[config.mk]
export PLATFORM = sky130hd
export DESIGN_NAME = pmd_top
export DESIGN_NICKNAME = d
export VERILOG_FILES = /design/src/rtl/pmd_pkg.sv /design/src/rtl/pmd_acc_if.sv /design/src/rtl/pmd_port.sv /design/src/rtl/pmd_bell.sv /design/src/rtl/pmd_top.sv
export SDC_FILE = /design/constraint.sdc
export NUM_CORES = 1
export LEC_CHECK = 0
export ABC_AREA = 0
export BUFFER_PORTS_ARGS = -buffer_cell sky130_fd_sc_hd__buf_4
export CORE_ASPECT_RATIO = 1.2
export CORE_MARGIN = 2
export CORE_UTILIZATION = 25
export DETAILED_ROUTE_END_ITERATION = 16
export SYNTH_ARGS = -nofsm -noshare
export SYNTH_HDL_FRONTEND = slang
export SYNTH_SLANG_ARGS = --single-unit
[constraint.sdc]
create_clock -name ref_clk -period 4.15 [get_ports ref_clk]
set_input_delay 0.2075 -clock ref_clk [delete_from_list [all_inputs] [get_ports ref_clk]]
set_output_delay 0.2075 -clock ref_clk [all_outputs]
set_load 0.02 [all_outputs]
[src/rtl/pmd_pkg.sv]
// Purpose: shared constants and state types of the message and doorbell unit
// Assumes: one clock domain, register offsets are 12-bit window offsets
// Notes: all offsets are byte offsets inside the messaging window
package pmd_pkg;

  localparam int DATA_W = 32;
  localparam int OFF_W = 12;

  // register offsets inside the window
  localparam logic [11:0] OFF_IN_MSG0 = 12'h010;
  localparam logic [11:0] OFF_IN_MSG1 = 12'h014;
  localparam logic [11:0] OFF_OUT_MSG0 = 12'h018;
  localparam logic [11:0] OFF_OUT_MSG1 = 12'h01c;
  localparam logic [11:0] OFF_IN_BELL = 12'h020;
  localparam logic [11:0] OFF_IN_CAUSE = 12'h024;
  localparam logic [11:0] OFF_IN_MASK = 12'h028;
  localparam logic [11:0] OFF_OUT_BELL = 12'h02c;
  localparam logic [11:0] OFF_OUT_CAUSE = 12'h030;
  localparam logic [11:0] OFF_OUT_MASK = 12'h034;

  // window placement
  localparam logic [15:0] CPU_WIN_BASE = 16'h1c00;
  localparam int CPU_SPAN_LOG2 = 10;
  localparam logic [31:0] PCI_WIN_BASE = 32'h0000_0000;
  localparam int PCI_SPAN_LOG2 = 12;

  // inbound cause and mask bit positions
  localparam int IN_MSG0_BIT = 0;
  localparam int IN_MSG1_BIT = 1;
  localparam int IN_BELL_BIT = 2;
  localparam int IN_PQ_BIT = 4;
  localparam int IN_FQ_BIT = 5;
  localparam logic [5:0] IN_MASK_VALID = 6'h37;
  localparam logic [31:0] IN_CAUSE_VALID = 32'h0000_0037;

  // outbound cause and mask bit positions
  localparam int OUT_MSG0_BIT = 0;
  localparam int OUT_MSG1_BIT = 1;
  localparam int OUT_BELL_BIT = 2;
  localparam int OUT_PQ_BIT = 3;

  // reset values
  localparam logic [31:0] WORD_RST = 32'h0000_0000;
  localparam logic [5:0] IN_MASK_RST = 6'h00;
  localparam logic [3:0] OUT_MASK_RST = 4'h0;

  typedef struct packed {
    logic strap_done;
    logic enabled;
    logic [31:0] in_message_zero;
    logic [31:0] in_message_one;
    logic [31:0] out_message_zero;
    logic [31:0] out_message_one;
    logic [1:0] in_msg_cause;
    logic in_post_queue_event;
    logic out_free_queue_full_event;
    logic fq_full_d;
    logic [1:0] out_msg_cause;
    logic [5:0] in_mask;
    logic [3:0] out_mask;
    logic cpu_ack;
    logic [31:0] cpu_rdata;
    logic pci0_ack;
    logic [31:0] pci0_rdata;
    logic pci0_to_sdram;
    logic pci1_to_sdram;
    logic cpu_irq;
    logic pci_irq;
  } pmd_state_t;

  typedef struct packed {
    logic [31:0] bits;
  } pmd_bell_t;

endpackage

[src/rtl/pmd_acc_if.sv]
// Purpose: one decoded register access from a port into the unit
// Assumes: combinational, valid for the cycle of the request only
// Notes: sel is a hit on an enabled window, miss is any request that is not a hit
interface pmd_acc_if;
  logic sel;
  logic wr;
  logic miss;
  logic [11:0] off;
  logic [31:0] wdata;
  modport src (output sel, wr, miss, off, wdata);
  modport dst (input sel, wr, miss, off, wdata);
endinterface

[src/rtl/pmd_port.sv]
// Purpose: window decode of one access port
// Assumes: address is already relative to the port's space base
// Notes: no state, answers are registered by the caller
module pmd_port #(
  parameter int ADDR_W = 16,
  parameter logic [ADDR_W-1:0] BASE = '0,
  parameter int SPAN_LOG2 = 12
) (
  // control
  input wire logic en,
  // request
  input wire logic valid,
  input wire logic wr,
  input wire logic [ADDR_W-1:0] addr,
  input wire logic [31:0] wdata,
  // decoded access
  pmd_acc_if.src acc
);

  logic in_win;

  // window match on the upper address bits
  assign in_win = addr[ADDR_W-1:SPAN_LOG2] == BASE[ADDR_W-1:SPAN_LOG2];
  assign acc.sel = valid && en && in_win;
  assign acc.miss = valid && !(en && in_win);
  assign acc.wr = wr;
  assign acc.off = 12'(addr[SPAN_LOG2-1:0]);
  assign acc.wdata = wdata;

endmodule

[src/rtl/pmd_bell.sv]
// Purpose: 32 sticky doorbell bits, one party sets and the other clears
// Assumes: set and clear are one-cycle masks
// Notes: a bit set and cleared in one cycle stays set
module pmd_bell (
  // clock and reset
  input wire logic ref_clk,
  input wire logic arst_n,
  // set and clear masks
  input wire logic [31:0] set_bits,
  input wire logic [31:0] clr_bits,
  // state
  output logic [31:0] bits
);

  pmd_pkg::pmd_bell_t s;
  pmd_pkg::pmd_bell_t n;

  always_comb
  begin
    n = s;
    // zero bits in both masks leave the bit alone
    n.bits = (s.bits & ~clr_bits) | set_bits;
  end

  always_ff @(posedge ref_clk or negedge arst_n)
  begin
    if (!arst_n)
      s <= '{bits: pmd_pkg::WORD_RST};
    else
      s <= n;
  end

  assign bits = s.bits;

  bell_set_a: assert property (@(posedge ref_clk) disable iff (!arst_n)
    |set_bits |=> ((bits & $past(set_bits)) == $past(set_bits)))
    else $error("doorbell set bit not held");

  bell_clear_a: assert property (@(posedge ref_clk) disable iff (!arst_n)
    |(clr_bits & ~set_bits) |=> ((bits & $past(clr_bits) & ~$past(set_bits)) == '0))
    else $error("doorbell clear bit not cleared");

endmodule

[src/rtl/pmd_top.sv]
// Purpose: message registers, doorbells and interrupt causes between cpu and pci
// Assumes: all inputs synchronous to ref_clk, one request per cycle per port
// Notes: every window hit gets a one-cycle answer one clock after it is taken
// Functional notes
// - registers reachable only when the enable strap was low at reset.
// - cpu offsets decode relative to internal base plus fixed displacement.
// - first pci port reaches registers in first 4 KB of its sdram window.
// - second pci port never reaches registers; its accesses go to sdram.
// - inbound messages written by pci, read-only to cpu, set cause bits.
// - outbound messages written by cpu, read-only to pci, set outbound causes.
// - pci writing one to an inbound doorbell bit sets it.
// - cpu writing one clears inbound doorbell bit; interrupt drops when none set.
// - inbound cause bits 0 and 1 set on message writes, cpu clears.
// - inbound cause bit 2 shows any inbound doorbell bit set.
// - inbound cause bit 4 sets on post queue write, cpu clears.
// - inbound cause bit 5 sets when free queue becomes full, cpu clears.
// - cpu interrupt when any unmasked inbound cause bit 0,1,2,4,5 set.
// - inbound cause bit 3 and bits 31:6 read zero, no interrupt.
// - inbound mask bits 0,1,2,4,5 suppress sources, reset to zero.
// - outbound cause bits 0,1 set on outbound writes, pci clears.
// - cpu one sets outbound doorbell bit, pci one clears it.
// - pci interrupt when any unmasked outbound cause bit 0 to 3 set.
module pmd_top (
  // clock and reset
  input wire logic ref_clk,
  input wire logic arst_n,
  // strap
  input wire logic messaging_enable_strap,
  // cpu internal register port
  input wire logic cpu_valid,
  input wire logic cpu_wr,
  input wire logic [15:0] cpu_addr,
  input wire logic [31:0] cpu_wdata,
  output logic cpu_ack,
  output logic [31:0] cpu_rdata,
  // first pci port, sdram bank-pair window
  input wire logic pci0_bar_valid,
  input wire logic pci0_wr,
  input wire logic [31:0] pci0_addr,
  input wire logic [31:0] pci0_wdata,
  output logic pci0_ack,
  output logic [31:0] pci0_rdata,
  output logic pci0_to_sdram,
  // second pci port, sdram bank-pair window
  input wire logic pci1_bar_valid,
  output logic pci1_to_sdram,
  // queue events
  input wire logic in_post_queue_write,
  input wire logic out_free_queue_full,
  input wire logic out_post_queue_not_empty,
  // interrupts
  output logic cpu_irq,
  output logic pci_irq
);

  pmd_pkg::pmd_state_t s;
  pmd_pkg::pmd_state_t n;

  pmd_acc_if cpu_acc();
  pmd_acc_if pci_acc();

  logic cw;
  logic cr;
  logic pw;
  logic pr;
  logic [31:0] in_bell_bits;
  logic [31:0] out_bell_bits;
  logic [31:0] in_bell_set;
  logic [31:0] in_bell_clr;
  logic [31:0] out_bell_set;
  logic [31:0] out_bell_clr;
  logic [31:0] in_cause_word;
  logic [31:0] out_cause_word;
  logic [31:0] in_clr;
  logic [31:0] out_clr;

  // write strobe for one register offset
  function automatic logic hit(input logic w, input logic [11:0] off,
                               input logic [11:0] target);
    return w && (off == target);
  endfunction

  // read view shared by both ports
  function automatic logic [31:0] reg_read(input logic [11:0] off,
                                           input pmd_pkg::pmd_state_t st,
                                           input logic [31:0] icw,
                                           input logic [31:0] ocw,
                                           input logic [31:0] ib,
                                           input logic [31:0] ob);
    logic [31:0] v;
    v = pmd_pkg::WORD_RST;
    unique case (off)
      pmd_pkg::OFF_IN_MSG0: v = st.in_message_zero;
      pmd_pkg::OFF_IN_MSG1: v = st.in_message_one;
      pmd_pkg::OFF_OUT_MSG0: v = st.out_message_zero;
      pmd_pkg::OFF_OUT_MSG1: v = st.out_message_one;
      pmd_pkg::OFF_IN_BELL: v = ib;
      pmd_pkg::OFF_IN_CAUSE: v = icw;
      pmd_pkg::OFF_IN_MASK: v = {26'h0, st.in_mask};
      pmd_pkg::OFF_OUT_BELL: v = ob;
      pmd_pkg::OFF_OUT_CAUSE: v = ocw;
      pmd_pkg::OFF_OUT_MASK: v = {28'h0, st.out_mask};
      default: v = pmd_pkg::WORD_RST;
    endcase
    return v;
  endfunction

  // port decoders
  pmd_port #(
    .ADDR_W(16),
    .BASE(pmd_pkg::CPU_WIN_BASE),
    .SPAN_LOG2(pmd_pkg::CPU_SPAN_LOG2)
  ) u_cpu_port (
    .en(s.enabled),
    .valid(cpu_valid),
    .wr(cpu_wr),
    .addr(cpu_addr),
    .wdata(cpu_wdata),
    .acc(cpu_acc.src)
  );

  pmd_port #(
    .ADDR_W(32),
    .BASE(pmd_pkg::PCI_WIN_BASE),
    .SPAN_LOG2(pmd_pkg::PCI_SPAN_LOG2)
  ) u_pci_port (
    .en(s.enabled),
    .valid(pci0_bar_valid),
    .wr(pci0_wr),
    .addr(pci0_addr),
    .wdata(pci0_wdata),
    .acc(pci_acc.src)
  );

  assign cw = cpu_acc.sel && cpu_acc.wr;
  assign cr = cpu_acc.sel && !cpu_acc.wr;
  assign pw = pci_acc.sel && pci_acc.wr;
  assign pr = pci_acc.sel && !pci_acc.wr;

  // doorbell masks
  assign in_bell_set = hit(pw, pci_acc.off, pmd_pkg::OFF_IN_BELL) ? pci_acc.wdata : '0;
  assign in_bell_clr = hit(cw, cpu_acc.off, pmd_pkg::OFF_IN_BELL) ? cpu_acc.wdata : '0;
  assign out_bell_set = hit(cw, cpu_acc.off, pmd_pkg::OFF_OUT_BELL) ? cpu_acc.wdata : '0;
  assign out_bell_clr = hit(pw, pci_acc.off, pmd_pkg::OFF_OUT_BELL) ? pci_acc.wdata : '0;

  pmd_bell u_in_bell (
    .ref_clk(ref_clk),
    .arst_n(arst_n),
    .set_bits(in_bell_set),
    .clr_bits(in_bell_clr),
    .bits(in_bell_bits)
  );

  pmd_bell u_out_bell (
    .ref_clk(ref_clk),
    .arst_n(arst_n),
    .set_bits(out_bell_set),
    .clr_bits(out_bell_clr),
    .bits(out_bell_bits)
  );

  // cause words as software sees them
  always_comb
  begin
    in_cause_word = pmd_pkg::WORD_RST;
    in_cause_word[pmd_pkg::IN_MSG0_BIT] = s.in_msg_cause[0];
    in_cause_word[pmd_pkg::IN_MSG1_BIT] = s.in_msg_cause[1];
    in_cause_word[pmd_pkg::IN_BELL_BIT] = |in_bell_bits;
    in_cause_word[pmd_pkg::IN_PQ_BIT] = s.in_post_queue_event;
    in_cause_word[pmd_pkg::IN_FQ_BIT] = s.out_free_queue_full_event;
    out_cause_word = pmd_pkg::WORD_RST;
    out_cause_word[pmd_pkg::OUT_MSG0_BIT] = s.out_msg_cause[0];
    out_cause_word[pmd_pkg::OUT_MSG1_BIT] = s.out_msg_cause[1];
    out_cause_word[pmd_pkg::OUT_BELL_BIT] = |out_bell_bits;
    out_cause_word[pmd_pkg::OUT_PQ_BIT] = out_post_queue_not_empty;
  end

  // write-one-to-clear masks, cpu for inbound, pci for outbound
  assign in_clr = hit(cw, cpu_acc.off, pmd_pkg::OFF_IN_CAUSE) ? cpu_acc.wdata : '0;
  assign out_clr = hit(pw, pci_acc.off, pmd_pkg::OFF_OUT_CAUSE) ? pci_acc.wdata : '0;

  always_comb
  begin
    n = s;
    // strap taken on the first edge after reset release
    if (!s.strap_done)
    begin
      n.strap_done = 1'b1;
      n.enabled = !messaging_enable_strap;
    end
    // message words, each written only from its own side
    if (hit(pw, pci_acc.off, pmd_pkg::OFF_IN_MSG0))
      n.in_message_zero = pci_acc.wdata;
    if (hit(pw, pci_acc.off, pmd_pkg::OFF_IN_MSG1))
      n.in_message_one = pci_acc.wdata;
    if (hit(cw, cpu_acc.off, pmd_pkg::OFF_OUT_MSG0))
      n.out_message_zero = cpu_acc.wdata;
    if (hit(cw, cpu_acc.off, pmd_pkg::OFF_OUT_MSG1))
      n.out_message_one = cpu_acc.wdata;
    // inbound causes, set wins over clear
    n.in_msg_cause[0] = (s.in_msg_cause[0] && !in_clr[pmd_pkg::IN_MSG0_BIT])
                        || hit(pw, pci_acc.off, pmd_pkg::OFF_IN_MSG0);
    n.in_msg_cause[1] = (s.in_msg_cause[1] && !in_clr[pmd_pkg::IN_MSG1_BIT])
                        || hit(pw, pci_acc.off, pmd_pkg::OFF_IN_MSG1);
    n.in_post_queue_event = (s.in_post_queue_event && !in_clr[pmd_pkg::IN_PQ_BIT])
                            || in_post_queue_write;
    n.fq_full_d = out_free_queue_full;
    n.out_free_queue_full_event = (s.out_free_queue_full_event
                                   && !in_clr[pmd_pkg::IN_FQ_BIT])
                                  || (out_free_queue_full && !s.fq_full_d);
    // outbound causes, pci clears
    n.out_msg_cause[0] = (s.out_msg_cause[0] && !out_clr[pmd_pkg::OUT_MSG0_BIT])
                         || hit(cw, cpu_acc.off, pmd_pkg::OFF_OUT_MSG0);
    n.out_msg_cause[1] = (s.out_msg_cause[1] && !out_clr[pmd_pkg::OUT_MSG1_BIT])
                         || hit(cw, cpu_acc.off, pmd_pkg::OFF_OUT_MSG1);
    // masks
    if (hit(cw, cpu_acc.off, pmd_pkg::OFF_IN_MASK))
      n.in_mask = cpu_acc.wdata[5:0] & pmd_pkg::IN_MASK_VALID;
    if (hit(pw, pci_acc.off, pmd_pkg::OFF_OUT_MASK))
      n.out_mask = pci_acc.wdata[3:0];
    // answers
    n.cpu_ack = cpu_acc.sel;
    n.cpu_rdata = cr ? reg_read(cpu_acc.off, s, in_cause_word, out_cause_word,
                                in_bell_bits, out_bell_bits) : pmd_pkg::WORD_RST;
    n.pci0_ack = pci_acc.sel;
    n.pci0_rdata = pr ? reg_read(pci_acc.off, s, in_cause_word, out_cause_word,
                                 in_bell_bits, out_bell_bits) : pmd_pkg::WORD_RST;
    n.pci0_to_sdram = pci_acc.miss;
    n.pci1_to_sdram = pci1_bar_valid;
    // interrupts registered from the cause words, outbound bit 3 taken straight from its input
    n.cpu_irq = |(in_cause_word & {26'h0, s.in_mask & pmd_pkg::IN_MASK_VALID} ^
                  (in_cause_word & pmd_pkg::IN_CAUSE_VALID));
    n.pci_irq = |(out_cause_word[3:0] & ~s.out_mask);
  end

  always_ff @(posedge ref_clk or negedge arst_n)
  begin
    if (!arst_n)
    begin
      s <= '0;
      s.in_mask <= pmd_pkg::IN_MASK_RST;
      s.out_mask <= pmd_pkg::OUT_MASK_RST;
    end
    else
      s <= n;
  end

  assign cpu_ack = s.cpu_ack;
  assign cpu_rdata = s.cpu_rdata;
  assign pci0_ack = s.pci0_ack;
  assign pci0_rdata = s.pci0_rdata;
  assign pci0_to_sdram = s.pci0_to_sdram;
  assign pci1_to_sdram = s.pci1_to_sdram;
  assign cpu_irq = s.cpu_irq;
  assign pci_irq = s.pci_irq;

  strap_gate_a: assert property (@(posedge ref_clk) disable iff (!arst_n)
    (s.strap_done && !s.enabled) |=> (!cpu_ack && !pci0_ack))
    else $error("access answered while disabled");

  pci1_route_a: assert property (@(posedge ref_clk) disable iff (!arst_n)
    pci1_bar_valid |=> pci1_to_sdram)
    else $error("second port not routed to sdram");

  pci0_miss_a: assert property (@(posedge ref_clk) disable iff (!arst_n)
    pci_acc.miss |=> (pci0_to_sdram && !pci0_ack))
    else $error("first port miss not routed to sdram");

  pci0_hit_a: assert property (@(posedge ref_clk) disable iff (!arst_n)
    pci_acc.sel |=> (pci0_ack && !pci0_to_sdram))
    else $error("first port hit not answered");

  cpu_ack_a: assert property (@(posedge ref_clk) disable iff (!arst_n)
    cpu_acc.sel |=> cpu_ack)
    else $error("cpu hit not answered");

  cpu_miss_a: assert property (@(posedge ref_clk) disable iff (!arst_n)
    !cpu_acc.sel |=> !cpu_ack)
    else $error("cpu answer without hit");

  in_msg_set_a: assert property (@(posedge ref_clk) disable iff (!arst_n)
    hit(pw, pci_acc.off, pmd_pkg::OFF_IN_MSG0)
    |=> (s.in_msg_cause[0] && s.in_message_zero == $past(pci0_wdata)))
    else $error("inbound message 0 write lost");

  in_msg1_set_a: assert property (@(posedge ref_clk) disable iff (!arst_n)
    hit(pw, pci_acc.off, pmd_pkg::OFF_IN_MSG1)
    |=> (s.in_msg_cause[1] && s.in_message_one == $past(pci0_wdata)))
    else $error("inbound message 1 write lost");

  out_msg_set_a: assert property (@(posedge ref_clk) disable iff (!arst_n)
    hit(cw, cpu_acc.off, pmd_pkg::OFF_OUT_MSG1)
    |=> (s.out_msg_cause[1] && s.out_message_one == $past(cpu_wdata)))
    else $error("outbound message 1 write lost");

  ro_view_a: assert property (@(posedge ref_clk) disable iff (!arst_n)
    (hit(cw, cpu_acc.off, pmd_pkg::OFF_IN_MSG1)
     && !hit(pw, pci_acc.off, pmd_pkg::OFF_IN_MSG1))
    |=> $stable(s.in_message_one))
    else $error("cpu changed an inbound message");

  out_ro_view_a: assert property (@(posedge ref_clk) disable iff (!arst_n)
    (hit(pw, pci_acc.off, pmd_pkg::OFF_OUT_MSG0)
     && !hit(cw, cpu_acc.off, pmd_pkg::OFF_OUT_MSG0))
    |=> $stable(s.out_message_zero))
    else $error("pci changed an outbound message");

  mask_ro_a: assert property (@(posedge ref_clk) disable iff (!arst_n)
    (hit(pw, pci_acc.off, pmd_pkg::OFF_IN_MASK)
     && !hit(cw, cpu_acc.off, pmd_pkg::OFF_IN_MASK))
    |=> $stable(s.in_mask))
    else $error("pci changed the inbound mask");

  mask_rsvd_a: assert property (@(posedge ref_clk) disable iff (!arst_n)
    (s.in_mask & ~pmd_pkg::IN_MASK_VALID) == '0)
    else $error("reserved inbound mask bit set");

  set_wins_a: assert property (@(posedge ref_clk) disable iff (!arst_n)
    (hit(pw, pci_acc.off, pmd_pkg::OFF_IN_MSG1) && in_clr[pmd_pkg::IN_MSG1_BIT])
    |=> s.in_msg_cause[1])
    else $error("message event lost to clear");

  pq_set_a: assert property (@(posedge ref_clk) disable iff (!arst_n)
    in_post_queue_write |=> s.in_post_queue_event)
    else $error("post queue event missed");

  cpu_irq_a: assert property (@(posedge ref_clk) disable iff (!arst_n)
    (in_bell_bits != '0 && !s.in_mask[pmd_pkg::IN_BELL_BIT]) |=> cpu_irq)
    else $error("doorbell interrupt missing");

  cpu_irq_set_a: assert property (@(posedge ref_clk) disable iff (!arst_n)
    ((in_cause_word & ~{26'h0, s.in_mask}) != '0) |=> cpu_irq)
    else $error("cpu interrupt missing");

  cpu_irq_quiet_a: assert property (@(posedge ref_clk) disable iff (!arst_n)
    ((in_cause_word & ~{26'h0, s.in_mask}) == '0) |=> !cpu_irq)
    else $error("cpu interrupt without cause");

  pci_irq_a: assert property (@(posedge ref_clk) disable iff (!arst_n)
    (|(out_cause_word[3:0] & ~s.out_mask)) |=> pci_irq)
    else $error("pci interrupt missing");

  cause_rsvd_a: assert property (@(posedge ref_clk) disable iff (!arst_n)
    hit(cr, cpu_acc.off, pmd_pkg::OFF_IN_CAUSE)
    ##1 1'b1 |-> ((cpu_rdata & ~pmd_pkg::IN_CAUSE_VALID) == '0))
    else $error("reserved cause bits not zero");

  fq_edge_a: assert property (@(posedge ref_clk) disable iff (!arst_n)
    ($rose(out_free_queue_full) && s.strap_done) |=> s.out_free_queue_full_event)
    else $error("free queue full event missed");

endmodule

# Word-level counts from Yosys, hierarchy flattened

Cells that the tools add are included.

Register bits after elaboration: 280
Output and inout bits: 70
Word-level logic and storage cells: 115

Eq/ne operators: 21
Multiplexer cells: 10
Bitwise operators: 10
Reduce and logical (&&, ||, !) cells: 51

Operators by type and width:

| cell                  | number |
|---|---|
| $pmux W32 S10         | 2 |
| $mux W32              | 6 |
| $reduce_or A32 Y1     | 3 |
| $eq A12 B6 Y1 const B | 6 |
| $and A32 B32 Y32      | 2 |
| $not A32 Y32          | 2 |
| $or A32 B32 Y32       | 2 |
| $eq A10 B6 Y1 const B | 6 |
| $eq A12 B5 Y1 const B | 4 |
| $eq A10 B5 Y1 const B | 4 |
| $logic_and A1 B1 Y1   | 29 |
| $logic_not A20 Y1     | 1 |
| $logic_not A1 Y1      | 11 |
| $and A6 B6 Y6         | 1 |
| $eq A6 B3 Y1 const B  | 1 |
| $logic_or A1 B1 Y1    | 6 |
| $mux W6               | 1 |
| $xor A6 B6 Y6         | 1 |
| $and A4 B4 Y4         | 1 |
| $not A4 Y4            | 1 |
| $reduce_or A4 Y1      | 1 |
| $mux W2               | 1 |

# Longest topological paths before layout

Word-level depth: 8
Mapped depth: 8
Gate-level depth less buffers: 5

# Hierarchy

A second synthesis with hierarchy kept.

Cells, all modules: 1395
Area total of the unflattened synthesis: 15373.5 sq um

By module, submodules not included:

| module                | instances | cells an instance | area each (sq um) | sequential area each (sq um) |
|---|---|---|---|---|
| pmd_top               | 1         | 1098              | 12260.5           | 5405.2 |
| pmd_bell              | 2         | 96                | 1161.1            | 800.8 |
| pmd_port (u_pci_port) | 1         | 55                | 414.1             | 0.0 |
| pmd_port (u_cpu_port) | 1         | 50                | 376.6             | 0.0 |

# Worst setup path after synthesis

No wires, ideal clock.

Kind: input port to flip-flop
From: input cpu_addr[13]
To: register s[74] (netlist bit)
Setup time: 0.125 ns
Data arrival time: 2.008 ns
Slack: 2.017 ns
Stages on the path: 6
Path buffers: 2
Cell sequence: or2_1 > or4_4 > buf_6 > or4_4 > buf_6 > mux2_4

Word-level cells in the longest chain between the ends: 4

RTL lines:

| element                | line           | text |
|---|---|---|
| start: declaration     | pmd_top.sv:32  | `input wire logic [15:0] cpu_addr,` |
| $eq A6 B3 Y1           | pmd_port.sv:23 | `assign in_win = addr[ADDR_W-1:SPAN_LOG2] == BASE[ADDR_W-1:SPAN_LOG2];` |
| $logic_and A1 B1 Y1    | pmd_port.sv:24 | `assign acc.sel = valid && en && in_win;` |
| $logic_and A1 B1 Y1    | pmd_top.sv:135 | `assign cw = cpu_acc.sel && cpu_acc.wr;` |
| $logic_and A1 B1 Y1    | pmd_top.sv:80  | `return w && (off == target);` |
| end signal: assignment | pmd_top.sv:245 | `s <= n;` |
| end: declaration       | pmd_top.sv:56  | `pmd_pkg::pmd_state_t s;` |

Every way passes these cells.
A chain may end at the register's enable or synchronous reset.

==> results_dict.tcl <==
set metrics [dict create \
    synth_flop_cell "dfrtp_1" \
    syn2layout_area_growth_pct 28.1 \
    critPathLaunch "s[215]" \
    synth.largest_area_cell "dfrtp_1" \
    ioPinCount 193 \
    routed_wl_um 50100 \
    num_rows 93 \
    synth_top_cell_area_share_pct 51.4 \
    grt_pass1_wl_um 75000 \
    syn-cell-area_mm2 0.0136 \
    fin_util_pct 32.5 \
    critical_path_arrival_ns 3.39 \
    final_nets 1518 \
    synth_seq_cells 280 \
    cp_max_fo 12 \
    synth_edf_count 0 \
    tightestPinTransition_ns 1.15 \
    status "finished clean" \
    port_buffers 192 \
    gp_congestion 0.892 \
    path_clk_slew_ns 0.07 \
    antenna_found_initial 7 \
    async_flop_share_pct 100 \
    skew_ns 0.0264 \
    r2r_start "s[215]" \
    yosysSeqAreaShare_pct 51.4 \
    syn_avg_cell_area_um2 11.4 \
    drv_slew 0 \
    grtUsageTotal_pct 17.4 \
    fillers 5393 \
    clockPowerShare_pct 48.7 \
    grt.overflow.total 0 \
    p_switching_mw 1.38 \
    viasPerCell 5.28 \
    end_kind "flip-flop" \
    cts_tree "done" \
    dpl.hpwl_um 32300 \
    synth_cell_types 51 \
    first_pass_iters 6 \
    internal_power_mw 4.64 \
    path_class "flip-flop to flip-flop" \
    post-route-drc-count 0 \
    die_area_mm2 0.0564 \
    p_seq_share_pct 45.4 \
    core_mm2 0.0538 \
    synth_nets 1315 \
    vias 11300 \
    drv_cap 0 \
    worstHoldStart "pci0_addr[5]" \
    cp-start-kind "flip-flop" \
    start_util_pct 25.4 \
    fmax_mhz 348 \
    wl_per_cell_um 23.5 \
    grt_start_max_net_pins 120 \
    switching_share_pct 22.9 \
    finalPower_mw 6.02 \
    post-cts-setup-buffers 0 \
    crit_required_ns 4.66 \
    drive_above_1_share_pct 27.7 \
    hold_class "input port to flip-flop" \
    yosysWarnings 0 \
    post-route-period-util_pct 69.3 \
    fin_crit_ns 2.88 \
    clock_latency_ns 0.59 \
    antenna_left 0 \
    setup-violations-final 0 \
    root_buffer "clkbuf_16" \
    fin_tns_setup_ns 0 \
    rsz0062_at_grt "false" \
    cts_max_level 1 \
    initialDrtViolationCount 1218 \
    power_leakage_nw 7.73 \
    power.density_mw_per_mm2 345 \
    slew_headroom_pct 23.5 \
    pwr-share-comb_pct 5.8 \
    grt_pass1_vias 12100 \
    clockBufferDepth 3 \
    ys_top_cells_by_area "dfrtp_1 51%, mux2_2 6.9%, a22oi_1 4.8%" \
    netlist_instances 1192 \
    die_y_um 260 \
    peakVddDrop_v 0.000380 \
    cts_buffers 30 \
    cts_sinks 280 \
    die_width_um 217 \
    cts_resized 0 \
    hold_viol 0 \
]
[cell usage after synthesis, drive strengths merged, types with 5 or more instances]
cell type,instances
inv,13
nand2,108
dfrtp,280
nor2b,5
nor3,15
nand4,11
mux2i,36
buf,100
nor2,26
a221oi,5
a22o,65
nor4,28
mux4,7
a32oi,6
a31oi,35
a21o,5
mux2,143
a22oi,87
a222oi,28
nand3,45
o21ai,37
a21oi,33
clkbuf,44
[worst paths after layout]
kind | end | slack, ns | cells past startpoint
max in group asynchronous | out_cause_word[1] | 2.71 | 3
hold reg to reg | s[215] | 0.47 | 1
min in group asynchronous | pci0_rdata[8] | 0.24 | 2
setup reg to reg | u_in_bell.bits[0] | 1.27 | 8
hold / removal | pci0_rdata[3] | 0.04 | 3
setup / recovery | u_in_bell.bits[0] | 1.27 | 8
[worst max-delay path, cell delays in order (launching register included)]
cell	delay (ns)
dfrtp_1	0.41
nor4b_1	0.25
nand2_1	0.17
nor4_4	0.15
buf_4	0.25
and2_1	0.60
buf_4	0.30
a22o_1	0.15
dlygate4sd3_1	0.53
[area by class of cell]
type / count / area, um^2 / area share [%]
antenna: 3 / 7.51 / 0.0430
clock buffer: 38 / 811 / 4.64
clock inverter: 17 / 255 / 1.46
inverter: 13 / 48.8 / 0.279
multi-input combinational: 755 / 5810 / 33.3
sequential: 280 / 7010 / 40.1
tap: 712 / 891 / 5.10
timing repair buffer: 315 / 2630 / 15.1
[metrics by stage]
stage	hold slack (ns)	instances	instance area, um^2	setup WS (ns)
after detailed placement	0.319	1986	15500	1.08
after CTS	0.0180	2130	17500	1.26
after floorplan	-0.0881	1192	13600	2.02
final	0.0387	2133	17500	1.27
after global placement	0.318	1986	15500	1.15
after global routing	0.0724	2133	17500	1.06
[repair_timing]
item                       in CTS  in global routing
hold endpoints to repair      328                  0
setup endpoints to repair       0                  0
hold buffers                   89                  0
[flip-flops by register name, indices dropped and copies added, names as in the netlist]
name / flops
s: 140
pci0_to_sdram: 1
out_cause_word: 2
pci0_ack: 1
u_in_bell.bits: 32
u_out_bell.bits: 32
pci1_to_sdram: 1
cpu_rdata: 32
pci_irq: 1
pci0_rdata: 32
cpu_irq: 1
cpu_ack: 1
in_cause_word: 4
[kinds of logic (layout without fill, tap and decap cells)]
group | count (synthesis) | in the layout | share of synthesized area (%)
buf+inv | 157 | 383 | 6.52
mux | 186 | 186 | 15.8
simple gates | 260 | 260 | 9.69
flops | 280 | 280 | 51.4
compound gates | 308 | 308 | 16.6
other cells | 1 | 4 | 0.0275
[placed cells by master, fill, tap and decap left out, drive strengths merged, types with 3 or more instances in the layout]
cell | synthesis | layout
nor2 | 26 | 26
a21oi | 33 | 33
a22o | 65 | 65
diode | 0 | 3
bufinv | 0 | 6
dlygate4sd3 | 0 | 89
a32oi | 6 | 6
nand2 | 108 | 108
nor2b | 5 | 5
mux2i | 36 | 36
mux2 | 143 | 143
a31oi | 35 | 35
mux4 | 7 | 7
nor4 | 28 | 28
a222oi | 28 | 28
or4 | 3 | 3
nand4 | 11 | 11
inv | 13 | 14
dfrtp | 280 | 280
a221oi | 5 | 5
nand2b | 3 | 3
a21o | 5 | 5
buf | 100 | 226
a22oi | 87 | 87
nor4b | 3 | 3
clkbuf | 44 | 38
nand3b | 3 | 3
o21ai | 37 | 37
clkinv | 0 | 8
nand3 | 45 | 45
nor3 | 15 | 15
[power groups by stage]
stage | sequential [mW] | clock (mW) | combinational, mW
final | 2.74 | 2.94 | 0.352
after global routing | 2.73 | 3.10 | 0.382
after global placement | 2.79 | 0 | 0.290
after floorplan | 2.79 | 0 | 0.0613
after CTS | 2.74 | 2.99 | 0.356
after detailed placement | 2.79 | 0 | 0.294
[per-layer routing]
metal  GRT usage (%)  wire, um
met1            21.4     19900
met2            29.0     23900
met3            3.71      4080
met4            8.41      2240
met5               0        47
Note: power is estimated with default switching activity, not from simulation.
